### src/hdl/spim_pkg.sv
// Purpose: shared constants for the two-channel serial master control block
// Assumes: 25 MHz bus clock, 32-bit APB data
// Notes: field positions of control and status words live here
package spim_pkg;
    localparam int CLK_PERIOD_NS = 40;
    localparam int FIRST_RATE_PERIOD_NS = 320;
    localparam int SECOND_RATE_PERIOD_NS = 640;
    localparam int FIRST_HALF_CYC = FIRST_RATE_PERIOD_NS / 2 / CLK_PERIOD_NS;
    localparam int SECOND_HALF_CYC = SECOND_RATE_PERIOD_NS / 2 / CLK_PERIOD_NS;
    localparam int FIFO_DEPTH = 4;
    // register byte offsets
    localparam logic [7:0] OFF_CTRL = 8'h00;
    localparam logic [7:0] OFF_STATUS = 8'h04;
    localparam logic [7:0] OFF_BUF0 = 8'h08;
    // control word fields
    localparam int C_CH0_EN = 0;
    localparam int C_CH1_EN = 1;
    localparam int C_CH0_SEL = 2;
    localparam int C_CH1_SEL = 3;
    localparam int C_STC = 4;
    localparam int C_VARCLK = 5;
    localparam int C_GCS = 6;
    localparam int C_WIDTH = 7;
    localparam int C_DONE_IE = 9;
    localparam int C_WEMPTY_IE = 11;
    localparam int C_WOVR_IE = 13;
    localparam int C_ROVR_IE = 15;
    localparam int C_BLK0 = 17;
    localparam int C_BLK1 = 19;
    localparam int C_GUARD = 24;
    localparam logic [31:0] CTRL_RESET = 32'h0000_000c;
    localparam logic [31:0] CTRL_MASK = 32'h7f1f_ffff;
    // status word fields, pairs are channel 0 then channel 1
    localparam int S_DONE = 0;
    localparam int S_WOVR = 2;
    localparam int S_ROVR = 4;
    localparam int S_WFULL = 6;
    localparam int S_WEMPTY = 8;
    localparam int S_RFULL = 10;
    localparam int S_REMPTY = 12;
    // transfer width codes
    localparam logic [1:0] W_8 = 2'h0;
    localparam logic [1:0] W_16 = 2'h1;
    typedef enum logic [1:0] {
        ST_IDLE = 2'h0,
        ST_SHIFT = 2'h1,
        ST_GUARD = 2'h3
    } xfer_state_e;

    function automatic logic [5:0] width_bits(input logic [1:0] code);
        width_bits = {3'(code) + 3'h1, 3'h0};
    endfunction : width_bits
endpackage : spim_pkg

### src/hdl/spim_ctrl.sv
// Purpose: control, status and channel-0 queues of a two-channel serial master
// Assumes: zero-wait APB slave; channel-1 datapath sits outside and reports here
// Notes: one serial clock is shared; channel 1 only gets its select and permits
//
// The implementer's own choice: the APB interface to the registers.
`timescale 1ns/10ps
`default_nettype none
// How it works
// - chan1 pin follows bit, high blocks sending
// - per-channel write-empty interrupt enable
// - per-channel write-overrun interrupt enable
// - per-channel read-overrun interrupt enable
// - done interrupt is enable AND flag
// - cleared enable holds channel in reset
// - guard select picks second rate in variable
// - guard delay of selected clock periods
// - done flag set per block, write-one clears
// - write while full sets write overrun
// - receive while full sets read overrun
// - live write queue full and empty
// - live read queue full and empty
// - four-entry write queue, full drops writes
// - disable flushes the read queue
// - start needs enable, low select, data, selector
// - sixteen-bit width uses low half only
// - four-entry read queue takes received words
// - wide widths need word access
// - sixteen-bit width refuses byte access
// - eight-bit width accepts every size
// - width codes three to zero mean 32..8
// - block is one to four transfers
// - variable clock enable selects mode
module spim_ctrl
    import spim_pkg::*;
(
    // apb slave
    input wire logic pclk,
    input wire logic presetn,
    input wire logic psel,
    input wire logic penable,
    input wire logic pwrite,
    input wire logic [7:0] paddr,
    input wire logic [31:0] pwdata,
    input wire logic [3:0] pstrb,
    output logic [31:0] prdata,
    output logic pready,
    output logic pslverr,
    // serial pins
    output logic serial_clk,
    output logic chan0_data_out,
    input wire logic chan0_data_in,
    output logic chan0_select_pin,
    output logic chan1_select_pin,
    // channel-1 datapath reports and permits
    input wire logic chan1_block_done,
    input wire logic chan1_wr_collide,
    input wire logic chan1_rd_collide,
    input wire logic chan1_wr_fifo_full,
    input wire logic chan1_wr_fifo_empty,
    input wire logic chan1_rd_fifo_full,
    input wire logic chan1_rd_fifo_empty,
    output logic chan1_tx_permit,
    output logic chan1_enable,
    // interrupt
    output logic irq
);
    logic [31:0] ctrl;
    logic [1:0] done_flag;
    logic [1:0] wr_ovr_flag;
    logic [1:0] rd_ovr_flag;
    logic [1:0] blk_cnt;
    logic [7:0] guard_left;
    logic [3:0] tick_cnt;
    xfer_state_e state;
    xfer_state_e next_state;

    // control fields
    wire chan0_enable = ctrl[C_CH0_EN];
    wire chan0_select_bit = ctrl[C_CH0_SEL];
    wire chan1_select_bit = ctrl[C_CH1_SEL];
    wire start_channel_select = ctrl[C_STC];
    wire variable_clock_enable = ctrl[C_VARCLK];
    wire guard_clock_select = ctrl[C_GCS];
    wire [1:0] transfer_width_code = ctrl[C_WIDTH +: 2];
    wire [1:0] done_ie = ctrl[C_DONE_IE +: 2];
    wire [1:0] wr_empty_ie = ctrl[C_WEMPTY_IE +: 2];
    wire [1:0] wr_ovr_ie = ctrl[C_WOVR_IE +: 2];
    wire [1:0] rd_ovr_ie = ctrl[C_ROVR_IE +: 2];
    wire [1:0] chan0_block_count = ctrl[C_BLK0 +: 2];
    wire [6:0] guard_delay_count = ctrl[C_GUARD +: 7];

    // bus decode
    wire setup = psel && !penable;
    wire access = psel && penable;
    wire sel_ctrl = (paddr == OFF_CTRL);
    wire sel_stat = (paddr == OFF_STATUS);
    wire sel_buf = (paddr == OFF_BUF0);
    wire strb_word = (pstrb == 4'hf);
    wire strb_half = (pstrb == 4'h3) || (pstrb == 4'hc);
    wire strb_byte = (pstrb == 4'h1) || (pstrb == 4'h2) || (pstrb == 4'h4) || (pstrb == 4'h8);
    wire size_ok = strb_word || (strb_half && transfer_width_code <= W_16)
        || (strb_byte && transfer_width_code == W_8);
    wire buf_err = access && pwrite && sel_buf && !size_ok;
    wire wr_ctrl = access && pwrite && sel_ctrl;
    wire wr_stat = access && pwrite && sel_stat;
    wire wr_buf = access && pwrite && sel_buf && size_ok;
    wire rd_buf = access && !pwrite && sel_buf;
    wire [4:0] lane_shift = pstrb[0] ? 5'd0 : pstrb[1] ? 5'd8 : pstrb[2] ? 5'd16 : 5'd24;
    wire [31:0] lane_mask = strb_word ? 32'hffff_ffff : strb_half ? 32'h0000_ffff : 32'h0000_00ff;
    wire [31:0] buf_wdata = (pwdata >> lane_shift) & lane_mask;

    assign pready = 1'b1;
    assign pslverr = buf_err;

    // queues and engine
    logic [31:0] tx_head;
    logic [31:0] rx_head;
    logic [31:0] rx_word;
    logic tx_full;
    logic tx_empty;
    logic rx_full;
    logic rx_empty;
    logic busy;
    logic xfer_done;
    wire [3:0] xfer_half = 4'(FIRST_HALF_CYC);
    wire [3:0] guard_half = (variable_clock_enable && guard_clock_select) ?
        4'(SECOND_HALF_CYC) : 4'(FIRST_HALF_CYC);
    wire start = (state == ST_IDLE) && chan0_enable && !chan0_select_bit
        && !tx_empty && !start_channel_select;
    wire [5:0] nbits = width_bits(transfer_width_code);
    // low half kept for 16 bits
    wire [63:0] width_mask = (64'h1 << nbits) - 64'h1;
    wire [31:0] rx_masked = rx_word & width_mask[31:0];
    wire rx_push = xfer_done && chan0_enable;
    wire blk_end = rx_push && (blk_cnt == chan0_block_count);

    spim_fifo u_txq (
        .pclk(pclk),
        .presetn(presetn),
        .flush(1'b0),
        .push(wr_buf),
        .push_data(buf_wdata),
        .pop(start),
        .head(tx_head),
        .full(tx_full),
        .empty(tx_empty)
    );

    spim_fifo u_rxq (
        .pclk(pclk),
        .presetn(presetn),
        .flush(!chan0_enable),
        .push(rx_push),
        .push_data(rx_masked),
        .pop(rd_buf),
        .head(rx_head),
        .full(rx_full),
        .empty(rx_empty)
    );

    spim_shifter u_shift (
        .pclk(pclk),
        .presetn(presetn),
        .clear(!chan0_enable),
        .start(start),
        .tx_word(tx_head),
        .nbits(nbits),
        .half_cyc(xfer_half),
        .busy(busy),
        .done(xfer_done),
        .rx_word(rx_word),
        .sclk(serial_clk),
        .mosi(chan0_data_out),
        .miso(chan0_data_in)
    );

    assign chan0_select_pin = chan0_select_bit;
    assign chan1_select_pin = chan1_select_bit;
    assign chan1_tx_permit = chan1_enable && !chan1_select_bit;
    assign chan1_enable = ctrl[C_CH1_EN];

    wire [31:0] status = 32'(
        {!chan1_rd_fifo_empty ? 1'b0 : 1'b1, rx_empty,
         chan1_rd_fifo_full, rx_full,
         chan1_wr_fifo_empty, tx_empty,
         chan1_wr_fifo_full, tx_full,
         rd_ovr_flag, wr_ovr_flag, done_flag});

    assign irq = |(done_flag & done_ie) || |(wr_ovr_flag & wr_ovr_ie)
        || |(rd_ovr_flag & rd_ovr_ie)
        || |({chan1_wr_fifo_empty, tx_empty} & wr_empty_ie);

    // read data is caught in the setup cycle so the zero-wait access sees it
    wire [31:0] rd_mux = sel_ctrl ? ctrl : sel_stat ? status : sel_buf ? rx_head : 32'h0;

    always_ff @(posedge pclk or negedge presetn) begin
        if (!presetn) begin
            prdata <= 32'h0;
        end else if (setup && !pwrite) begin
            prdata <= rd_mux;
        end
    end

    always_ff @(posedge pclk or negedge presetn) begin
        if (!presetn) begin
            ctrl <= CTRL_RESET;
        end else if (wr_ctrl) begin
            ctrl <= pwdata & CTRL_MASK;
        end
    end

    // write-one clear, a new set wins
    wire [1:0] done_set = {chan1_block_done, blk_end};
    wire [1:0] wovr_set = {chan1_wr_collide, wr_buf && tx_full};
    wire [1:0] rovr_set = {chan1_rd_collide, rx_push && rx_full};
    wire [1:0] clr_done = wr_stat ? pwdata[S_DONE +: 2] : 2'h0;
    wire [1:0] clr_wovr = wr_stat ? pwdata[S_WOVR +: 2] : 2'h0;
    wire [1:0] clr_rovr = wr_stat ? pwdata[S_ROVR +: 2] : 2'h0;

    always_ff @(posedge pclk or negedge presetn) begin
        if (!presetn) begin
            done_flag <= 2'h0;
            wr_ovr_flag <= 2'h0;
            rd_ovr_flag <= 2'h0;
        end else begin
            done_flag <= done_set | (done_flag & ~clr_done);
            wr_ovr_flag <= wovr_set | (wr_ovr_flag & ~clr_wovr);
            rd_ovr_flag <= rovr_set | (rd_ovr_flag & ~clr_rovr);
        end
    end

    always_ff @(posedge pclk or negedge presetn) begin
        if (!presetn) begin
            blk_cnt <= 2'h0;
        end else if (!chan0_enable || blk_end) begin
            blk_cnt <= 2'h0;
        end else if (rx_push) begin
            blk_cnt <= blk_cnt + 2'h1;
        end
    end

    always_comb begin
        next_state = state;
        case (state)
            ST_IDLE: next_state = start ? ST_SHIFT : ST_IDLE;
            ST_SHIFT: begin
                if (xfer_done) begin
                    next_state = (guard_delay_count != 7'h0) ? ST_GUARD : ST_IDLE;
                end
            end
            ST_GUARD: begin
                if (guard_left == 8'h0) begin
                    next_state = ST_IDLE;
                end
            end
            default: next_state = ST_IDLE;
        endcase
    end

    always_ff @(posedge pclk or negedge presetn) begin
        if (!presetn) begin
            state <= ST_IDLE;
        end else if (!chan0_enable) begin
            state <= ST_IDLE;
        end else begin
            state <= next_state;
        end
    end

    // guard counts half periods: two per selected serial clock cycle
    wire tick = (tick_cnt == guard_half - 4'h1);

    always_ff @(posedge pclk or negedge presetn) begin
        if (!presetn) begin
            guard_left <= 8'h0;
            tick_cnt <= 4'h0;
        end else if (state != ST_GUARD) begin
            guard_left <= {guard_delay_count, 1'b0};
            tick_cnt <= 4'h0;
        end else begin
            tick_cnt <= tick ? 4'h0 : tick_cnt + 4'h1;
            if (tick && guard_left != 8'h0) begin
                guard_left <= guard_left - 8'h1;
            end
        end
    end
endmodule : spim_ctrl
`default_nettype wire

### src/hdl/spim_fifo.sv
// Purpose: four-entry word queue with flush
// Assumes: push when full and pop when empty are ignored
// Notes: head word is shown without a pop
`timescale 1ns/10ps
`default_nettype none
module spim_fifo
    import spim_pkg::*;
(
    // clock and reset
    input wire logic pclk,
    input wire logic presetn,
    // control
    input wire logic flush,
    input wire logic push,
    input wire logic [31:0] push_data,
    input wire logic pop,
    // state
    output logic [31:0] head,
    output logic full,
    output logic empty
);
    logic [31:0] mem [FIFO_DEPTH];
    logic [1:0] rd_ptr;
    logic [1:0] wr_ptr;
    logic [2:0] count;
    wire do_push = push && !full;
    wire do_pop = pop && !empty;

    assign full = (count == 3'(FIFO_DEPTH));
    assign empty = (count == 3'h0);
    assign head = mem[rd_ptr];

    always_ff @(posedge pclk) begin
        if (do_push) begin
            mem[wr_ptr] <= push_data;
        end
    end

    always_ff @(posedge pclk or negedge presetn) begin
        if (!presetn) begin
            rd_ptr <= 2'h0;
            wr_ptr <= 2'h0;
            count <= 3'h0;
        end else if (flush) begin
            rd_ptr <= 2'h0;
            wr_ptr <= 2'h0;
            count <= 3'h0;
        end else begin
            wr_ptr <= wr_ptr + 2'(do_push);
            rd_ptr <= rd_ptr + 2'(do_pop);
            count <= count + 3'(do_push) - 3'(do_pop);
        end
    end
endmodule : spim_fifo
`default_nettype wire

### src/hdl/spim_shifter.sv
// Purpose: serial shift engine, clock idles low, msb first
// Assumes: data-in pin is asynchronous to pclk
// Notes: received word is zero extended above the active width
`timescale 1ns/10ps
`default_nettype none
module spim_shifter
    import spim_pkg::*;
(
    // clock and reset
    input wire logic pclk,
    input wire logic presetn,
    // control
    input wire logic clear,
    input wire logic start,
    input wire logic [31:0] tx_word,
    input wire logic [5:0] nbits,
    input wire logic [3:0] half_cyc,
    // results
    output logic busy,
    output logic done,
    output logic [31:0] rx_word,
    // pins
    output logic sclk,
    output logic mosi,
    input wire logic miso
);
    logic [2:0] sync;
    logic miso_s;
    logic [31:0] shreg;
    logic [3:0] half_cnt;
    logic [5:0] bits_left;
    wire half_end = (half_cnt == half_cyc - 4'h1);
    // the held copy lags the agreeing stages by a clock, too late for the rising sample
    wire miso_now = (sync[1] == sync[2]) ? sync[2] : miso_s;

    assign mosi = shreg[31];

    // a pin level counts only once the second and third stages agree
    always_ff @(posedge pclk or negedge presetn) begin
        if (!presetn) begin
            sync <= 3'h0;
            miso_s <= 1'b0;
        end else begin
            sync <= {sync[1:0], miso};
            miso_s <= miso_now;
        end
    end

    always_ff @(posedge pclk or negedge presetn) begin
        if (!presetn) begin
            busy <= 1'b0;
            done <= 1'b0;
            sclk <= 1'b0;
            shreg <= 32'h0;
            rx_word <= 32'h0;
            half_cnt <= 4'h0;
            bits_left <= 6'h0;
        end else if (clear) begin
            busy <= 1'b0;
            done <= 1'b0;
            sclk <= 1'b0;
            shreg <= 32'h0;
            half_cnt <= 4'h0;
        end else begin
            done <= 1'b0;
            if (start && !busy) begin
                busy <= 1'b1;
                shreg <= tx_word << (6'd32 - nbits);
                rx_word <= 32'h0;
                bits_left <= nbits;
                half_cnt <= 4'h0;
            end else if (busy) begin
                half_cnt <= half_end ? 4'h0 : half_cnt + 4'h1;
                if (half_end) begin
                    sclk <= !sclk;
                    if (!sclk) begin
                        rx_word <= {rx_word[30:0], miso_now};
                    end else begin
                        shreg <= shreg << 1;
                        bits_left <= bits_left - 6'h1;
                        if (bits_left == 6'h1) begin
                            busy <= 1'b0;
                            done <= 1'b1;
                        end
                    end
                end
            end
        end
    end
endmodule : spim_shifter
`default_nettype wire
### config.mk
export PLATFORM = sky130hd
export DESIGN_NAME = spim_ctrl
export DESIGN_NICKNAME = d
export VERILOG_FILES = /design/src/hdl/spim_pkg.sv /design/src/hdl/spim_ctrl.sv /design/src/hdl/spim_fifo.sv /design/src/hdl/spim_shifter.sv
export SDC_FILE = /design/constraint.sdc
export NUM_CORES = 1
export LEC_CHECK = 0
export CAP_MARGIN = 20
export CORE_MARGIN = 1.5
export CORE_UTILIZATION = 50
export DETAILED_ROUTE_END_ITERATION = 8
export DONT_BUFFER_PORTS = 1
export GPL_TIMING_DRIVEN = 0
export MAX_ROUTING_LAYER = met4
export PLACE_DENSITY = 0.66
export SLEW_MARGIN = 10
export SYNTH_ARGS = -nofsm -noshare
export SYNTH_HDL_FRONTEND = slang
export SYNTH_HIERARCHICAL = 1
export SYNTH_SLANG_ARGS = --single-unit
### constraint.sdc
create_clock -name pclk -period 6.62 [get_ports pclk]
set_input_delay 0.331 -clock pclk [delete_from_list [all_inputs] [get_ports pclk]]
set_output_delay 0.331 -clock pclk [all_outputs]
set_load 0.01 [all_outputs]
Word-level counts from Yosys, hierarchy flattened
Memories as Yosys holds them, arrays and structs flattened.
Index checks and enable logic that the tools add are counted.

storage, ports and cells
  RAM bits = 256
  memories = 2
  bits in registers = 177
  input bits = 57
  word-level logic and storage cells = 230

operators by class
  bitwise gates (word level) = 15
  eq/ne operators = 28
  muxes and demuxes = 66
  reductions and logical operators = 74
  magnitude comparators = 1
  add/sub/neg operators = 17
  shifts and indexed selects = 3

memory list
  memory     depth  bits a word  read ports  clocked after memory_dff  write ports  line             RTL
  u_rxq.mem  4      32           1           0                         1            spim_fifo.sv:22  logic [31:0] mem [FIFO_DEPTH];
  u_txq.mem  4      32           1           0                         1            spim_fifo.sv:22

operators by type and width
  operator               count
  $mux 32                13
  $and 32x32->32         2
  $mux 4                 8
  $shl 1x6->32 const A   1
  $shl 32x6->32          1
  $shr 32x5->32          1
  $sub 32x1->32 const B  1
  $logic_and 1x1->1      29
  $mux 6                 4
  $mux 1                 23
  $mux 2                 11
  $logic_not 8->1        2
  $mux 16                1
  $mux 8                 2
  $and 2x2->2            7
  $logic_not 1->1        13
  $eq 4x2->1 const B     3
  $eq 4x4->1 const B     3
  $logic_or 1x1->1       10
  $mux 5                 2
  $reduce_bool 2->1      5
  $ne 3x1->1 const B     3
  $add 2x1->2            4
  $add 4x1->4 const B    2
  36 further kinds       53

Depth between registers and ports, before layout
  depth after elaboration = 10
  depth in mapped cells = 14
  mapped depth without buffers = 13

Cells and area by module
The synthesis kept the hierarchy.

modules (own cells, without submodules)
  module        area each (µm²)  cells each  instances  seq. area each (µm²)
  spim_fifo     5066.1           201         2          4018.9
  spim_shifter  5461.5           588         1          2026.9
  spim_ctrl     4874.7           508         1          2054.5

Least setup slack after synthesis
OpenSTA, ideal clock, no wires.

  path kind = input port to flip-flop
  from = in paddr[5]
  to = mem u_txq.mem[0][0], enable pin
  cell stages on the path = 6
  path buffers = 1
  path slack = 0.852 ns
  setup time = 0.513 ns
  data required time = 6.107 ns
  data arrival time = 5.255 ns
  cells stage by stage = or4_4 -> or2_0 -> buf_2 -> or3_2 -> nor2_1 -> nor4b_1

between the ends
  word-level cells in the longest chain between the ends = 6

ends and longest elaborated chain
  element                          line              RTL
  from (decl)                      spim_ctrl.sv:42   input wire logic [7:0] paddr,
  $eq 8x4->1                       spim_ctrl.sv:97   wire sel_buf = (paddr == OFF_BUF0);
  $logic_and 1x1->1 (2 in series)  spim_ctrl.sv:106  wire wr_buf = access && pwrite && sel_buf && size_ok;
  via wr_buf                       spim_ctrl.sv:106
  $logic_and 1x1->1                spim_fifo.sv:26   wire do_push = push && !full;
  $mux 1                           spim_fifo.sv:34   if (do_push) begin
  $mux 1 (implied by the code)     spim_fifo.sv:35   mem[wr_ptr] <= push_data;
  to (decl)                        spim_fifo.sv:22

The timed path passes the listed nets, and every way through them passes these cells.

Worst setup path in the final report
  from = reg ctrl[8]
  to = mem u_txq.mem[0][12], enable pin

between the ends
  word-level cells in the longest chain between the ends = 8
  elaborated cells between the ends (all ways) = 10
  those cells by class = 1 x order compare; 2 x mux; 7 x reduce/logical

ends and longest elaborated chain
  element                         line              RTL
  from (decl)                     spim_ctrl.sv:67   logic [31:0] ctrl;
  from (signal assigned)          spim_ctrl.sv:208  ctrl <= pwdata & CTRL_MASK;
  $le 2x1->1                      spim_ctrl.sv:101  wire size_ok = strb_word || (strb_half && transfer_width_code <= W_16)
  $logic_and 1x1->1               spim_ctrl.sv:101
  $logic_or 1x1->1                spim_ctrl.sv:101
  $logic_or 1x1->1 *              spim_ctrl.sv:102  || (strb_byte && transfer_width_code == W_8);
  $logic_and 1x1->1 *             spim_ctrl.sv:106
  via wr_buf                      spim_ctrl.sv:106
  $logic_and 1x1->1 *             spim_fifo.sv:26
  $mux 1 *                        spim_fifo.sv:34
  $mux 1 (implied by the code) *  spim_fifo.sv:35

Mark *: on every way through the listed nets, which the timed path passes. The rest lies on a longest branch.

==> impl_metrics.json <==
{
  "core_mm2": 0.0401,
  "die-width_um": 205,
  "ys_types": 94,
  "syn_area_mm2": 0.0205,
  "cts_made_buffers": 46,
  "port_buffers": 0,
  "filler_cell_count": 3152,
  "postRouteAntennaNets": 0,
  "p_leak_nw": 8.60,
  "dpl.hpwl_um": 36700,
  "fin_nets": 1710,
  "grt_max_degree": 178,
  "fin_crit_ns": 3.86,
  "yosysTopAreaCellShare_pct": 37.6,
  "synth_area_per_cell_um2": 13.7,
  "comb_power_share_pct": 4.8,
  "ys_seq_area_share_pct": 59.2,
  "cts_hold_buf": 37,
  "status": "completed",
  "dpl_cell_area_mm2": 0.0216,
  "power.internal_mw": 4.50,
  "grt_pass1_wl_um": 80900,
  "worstHoldStart": "pwdata[7]",
  "worst_slack_ns": 2.76,
  "max_cap_viol_count": 0,
  "final_area_mm2": 0.0235,
  "max_freq_mhz": 259,
  "power_density_mw_per_mm2": 245,
  "area_growth_pct": 14.9,
  "layout_commonest_cell": "edfxtp_1",
  "cts.htree.levels": 2,
  "cts.sinks": 433,
  "vias": 13331,
  "cts-root-buf": "clkbuf_16",
  "ys_dominant_reg_cell": "edfxtp_1",
  "power_frac_clock_pct": 45.4,
  "path_max_fanout": 9,
  "dp_slack_ns": 2.62,
  "synthArstFlopShare_pct": 40.9,
  "clk_path_buf_depth": 3,
  "finalWeightedCongestion": 0.938,
  "rows": 73,
  "netlist_top_cells_area": "edfxtp_1 (38%), dfrtp_1 (21%), mux4_2 (9.1%)",
  "switching_power_mw": 1.27,
  "cts_tree": "done",
  "relSlewSlack_pct": 33.2,
  "die_area_mm2": 0.0422,
  "initial_core_util_pct": 51.0,
  "syn_inst": 1498,
  "layout_common_cells": "edfxtp_1 (256), dfrtp_1 (175), nand2_1 (152)",
  "vdd.ir_drop.worst_mv": 0.354,
  "critPathCaptureType": "flop",
  "dp_cells": 2070,
  "synth_top_cell_by_area": "edfxtp_1",
  "worstSkewPairLatency_ns": 0.59,
  "tightest_slew_ns": 0.998,
  "worst_hold_path_type": "input port to flop",
  "drt-pass1-iter-count": 5,
  "fin_cells": 2193,
  "grt_use_total_pct": 26.4,
  "grt_antenna_before_repair": 1,
  "synth_edf_count": 256,
  "cp-startpoint": "ctrl[8]",
  "yosys_warnings": 6,
  "swShare_pct": 22.0,
  "fin_skew_ns": 0.0375,
  "tns_ns": 0,
  "die_h_um": 205,
  "ioPinCount": 98,
  "reg2reg_from": "ctrl[8]",
  "cp.arrival_ns": 4.15,
  "maxSlewViolCount": 0,
  "gr-total-overflow": 0,
  "via_per_inst": 6.08,
  "routedWlPerCell_um": 23.6,
  "drive_above_1_share_pct": 18.8,
  "cts_resized": 0,
  "fin_crit_sh_pct": 58.4,
  "synth_seq_cells": 433,
  "path_clk_slew_ns": 0.06,
  "post_cts_buffers": 0,
  "crit_required_ns": 6.90,
  "wirelength_um": 51800,
  "start_kind": "flop",
  "grt_pass1_vias": 13291,
  "setup_violations": 0,
  "worst-setup-path-type": "flop to flop",
  "p_seq_share_pct": 49.8,
  "drc_errors": 0,
  "hold_viol": 0,
  "rsz0062_at_grt": "no",
  "drt-initial-drc-count": 961
}
## kinds of logic (layout without fill, tap and decap cells)
kind of cell | count (synthesis) | count (layout) | synth area share [%]
muxes | 187 | 187 | 14.8
other | 2 | 23 | 0.0367
and+or+nand+nor | 410 | 410 | 10.1
adders and majority gates | 24 | 24 | 1.53
AOI/OAI and AO/OA | 276 | 276 | 9.24
DFF | 433 | 433 | 59.2
xor gates and xnor gates | 27 | 27 | 1.39
buffers and inverters | 139 | 288 | 3.67
## worst paths after layout
check / endpoint / slack, ns / cells after the start
max in group asynchronous: u_shift/shreg[28] / 5.37 / 2
min: u_txq/mem[0][7] / 0.03 / 2
min in group asynchronous: u_txq/rd_ptr[1] / 0.55 / 2
max: u_txq/mem[0][12] / 2.76 / 10
max reg2reg: u_txq/mem[0][12] / 2.76 / 10
min reg2reg: u_shift/sync[1] / 0.35 / 0
## routing by layer
metal | GRT usage [%] | vias up | share of wire (%)
met5 | - | - | 0
met4 | 9.88 | 0 | 3.3
met3 | 3.56 | 106 | 5.7
met2 | 41.8 | 478 | 49
met1 | 35.1 | 6809 | 42
li1 | - | 5938 | -
## synth_stat cells, types with 5 or more instances
master / number
a21o_1: 6
a21oi_1: 20
a221o_1: 8
a22o_1: 20
a22oi_1: 9
a31oi_1: 24
a32oi_1: 5
and2_1: 22
and3_1: 5
buf_1: 5
buf_12: 6
buf_2: 25
buf_4: 5
buf_6: 8
clkbuf_1: 50
dfrtp_1: 175
edfxtp_1: 256
ha_1: 21
inv_1: 31
mux2_2: 43
mux2i_1: 55
mux4_2: 83
nand2_1: 152
nand2b_1: 10
nand3_1: 23
nand4_1: 7
nor2_1: 79
nor2b_1: 29
nor3_1: 21
nor4_1: 11
o211a_1: 8
o211ai_1: 23
o21ai_0: 97
o21ai_1: 8
o22a_1: 5
o311a_1: 8
o31ai_1: 12
or3_1: 5
or4_1: 6
xnor2_1: 13
xor2_1: 10
## per-stage QoR
stage / hold slack, ns / utilization (%) / total power [mW]
after floorplan: 0.0354 / - / 3.09
after global placement: 0.0604 / 52.9 / 3.14
after detailed placement: 0.0618 / 53.8 / 3.14
after CTS: 0.0106 / 58.6 / 5.80
after global routing: 0.0536 / 58.6 / 5.94
final: 0.0305 / 58.6 / 5.76
## power groups by stage
| stage | sequential [mW] | combinational [mW] | clock, mW |
|---|---|---|---|
| after floorplan | 2.92 | 0.170 | 0 |
| after global placement | 2.92 | 0.219 | 0 |
| after detailed placement | 2.92 | 0.221 | 0 |
| after CTS | 2.87 | 0.265 | 2.66 |
| after global routing | 2.87 | 0.302 | 2.77 |
| final | 2.87 | 0.277 | 2.62 |
## layout make-up
| class | count | area [µm²] | area share (%) |
|---|---|---|---|
| Multi-Input combinational cell | 946 | 7750 | 33.0 |
| Antenna cell | 1 | 2.50 | 0.0106 |
| Clock buffer | 63 | 1290 | 5.51 |
| Tap cell | 525 | 657 | 2.79 |
| Inverter | 34 | 128 | 0.543 |
| Sequential cell | 433 | 12100 | 51.5 |
| Timing Repair Buffer | 64 | 677 | 2.88 |
| Buffer | 105 | 624 | 2.66 |
| Clock inverter | 22 | 262 | 1.11 |
## state kept, by name (all words and copies together) (netlist names), 3 cells and up
| signal | cells |
|---|---|
| u_txq/mem | 128 |
| ctrl | 28 |
| u_shift/sync | 3 |
| u_shift/bits_left | 6 |
| u_shift/half_cnt | 4 |
| prdata | 32 |
| tick_cnt | 4 |
| guard_left | 8 |
| u_shift/rx_word | 32 |
| u_rxq/mem | 128 |
| u_rxq/count | 3 |
| u_txq/count | 3 |
| u_shift/shreg | 32 |
## critical path, cell delays in order (launching register included)
cell and delay (ns):
dfrtp_1 0.52, inv_1 0.17, ha_1 0.16, clkbuf_1 0.49
a221oi_1 0.24, nor2_1 0.38, nor4b_2 0.70, buf_4 0.30
buf_4 0.18, buf_2 0.23, buf_4 0.20
No activity file was read; power rests on OpenSTA's default activity.
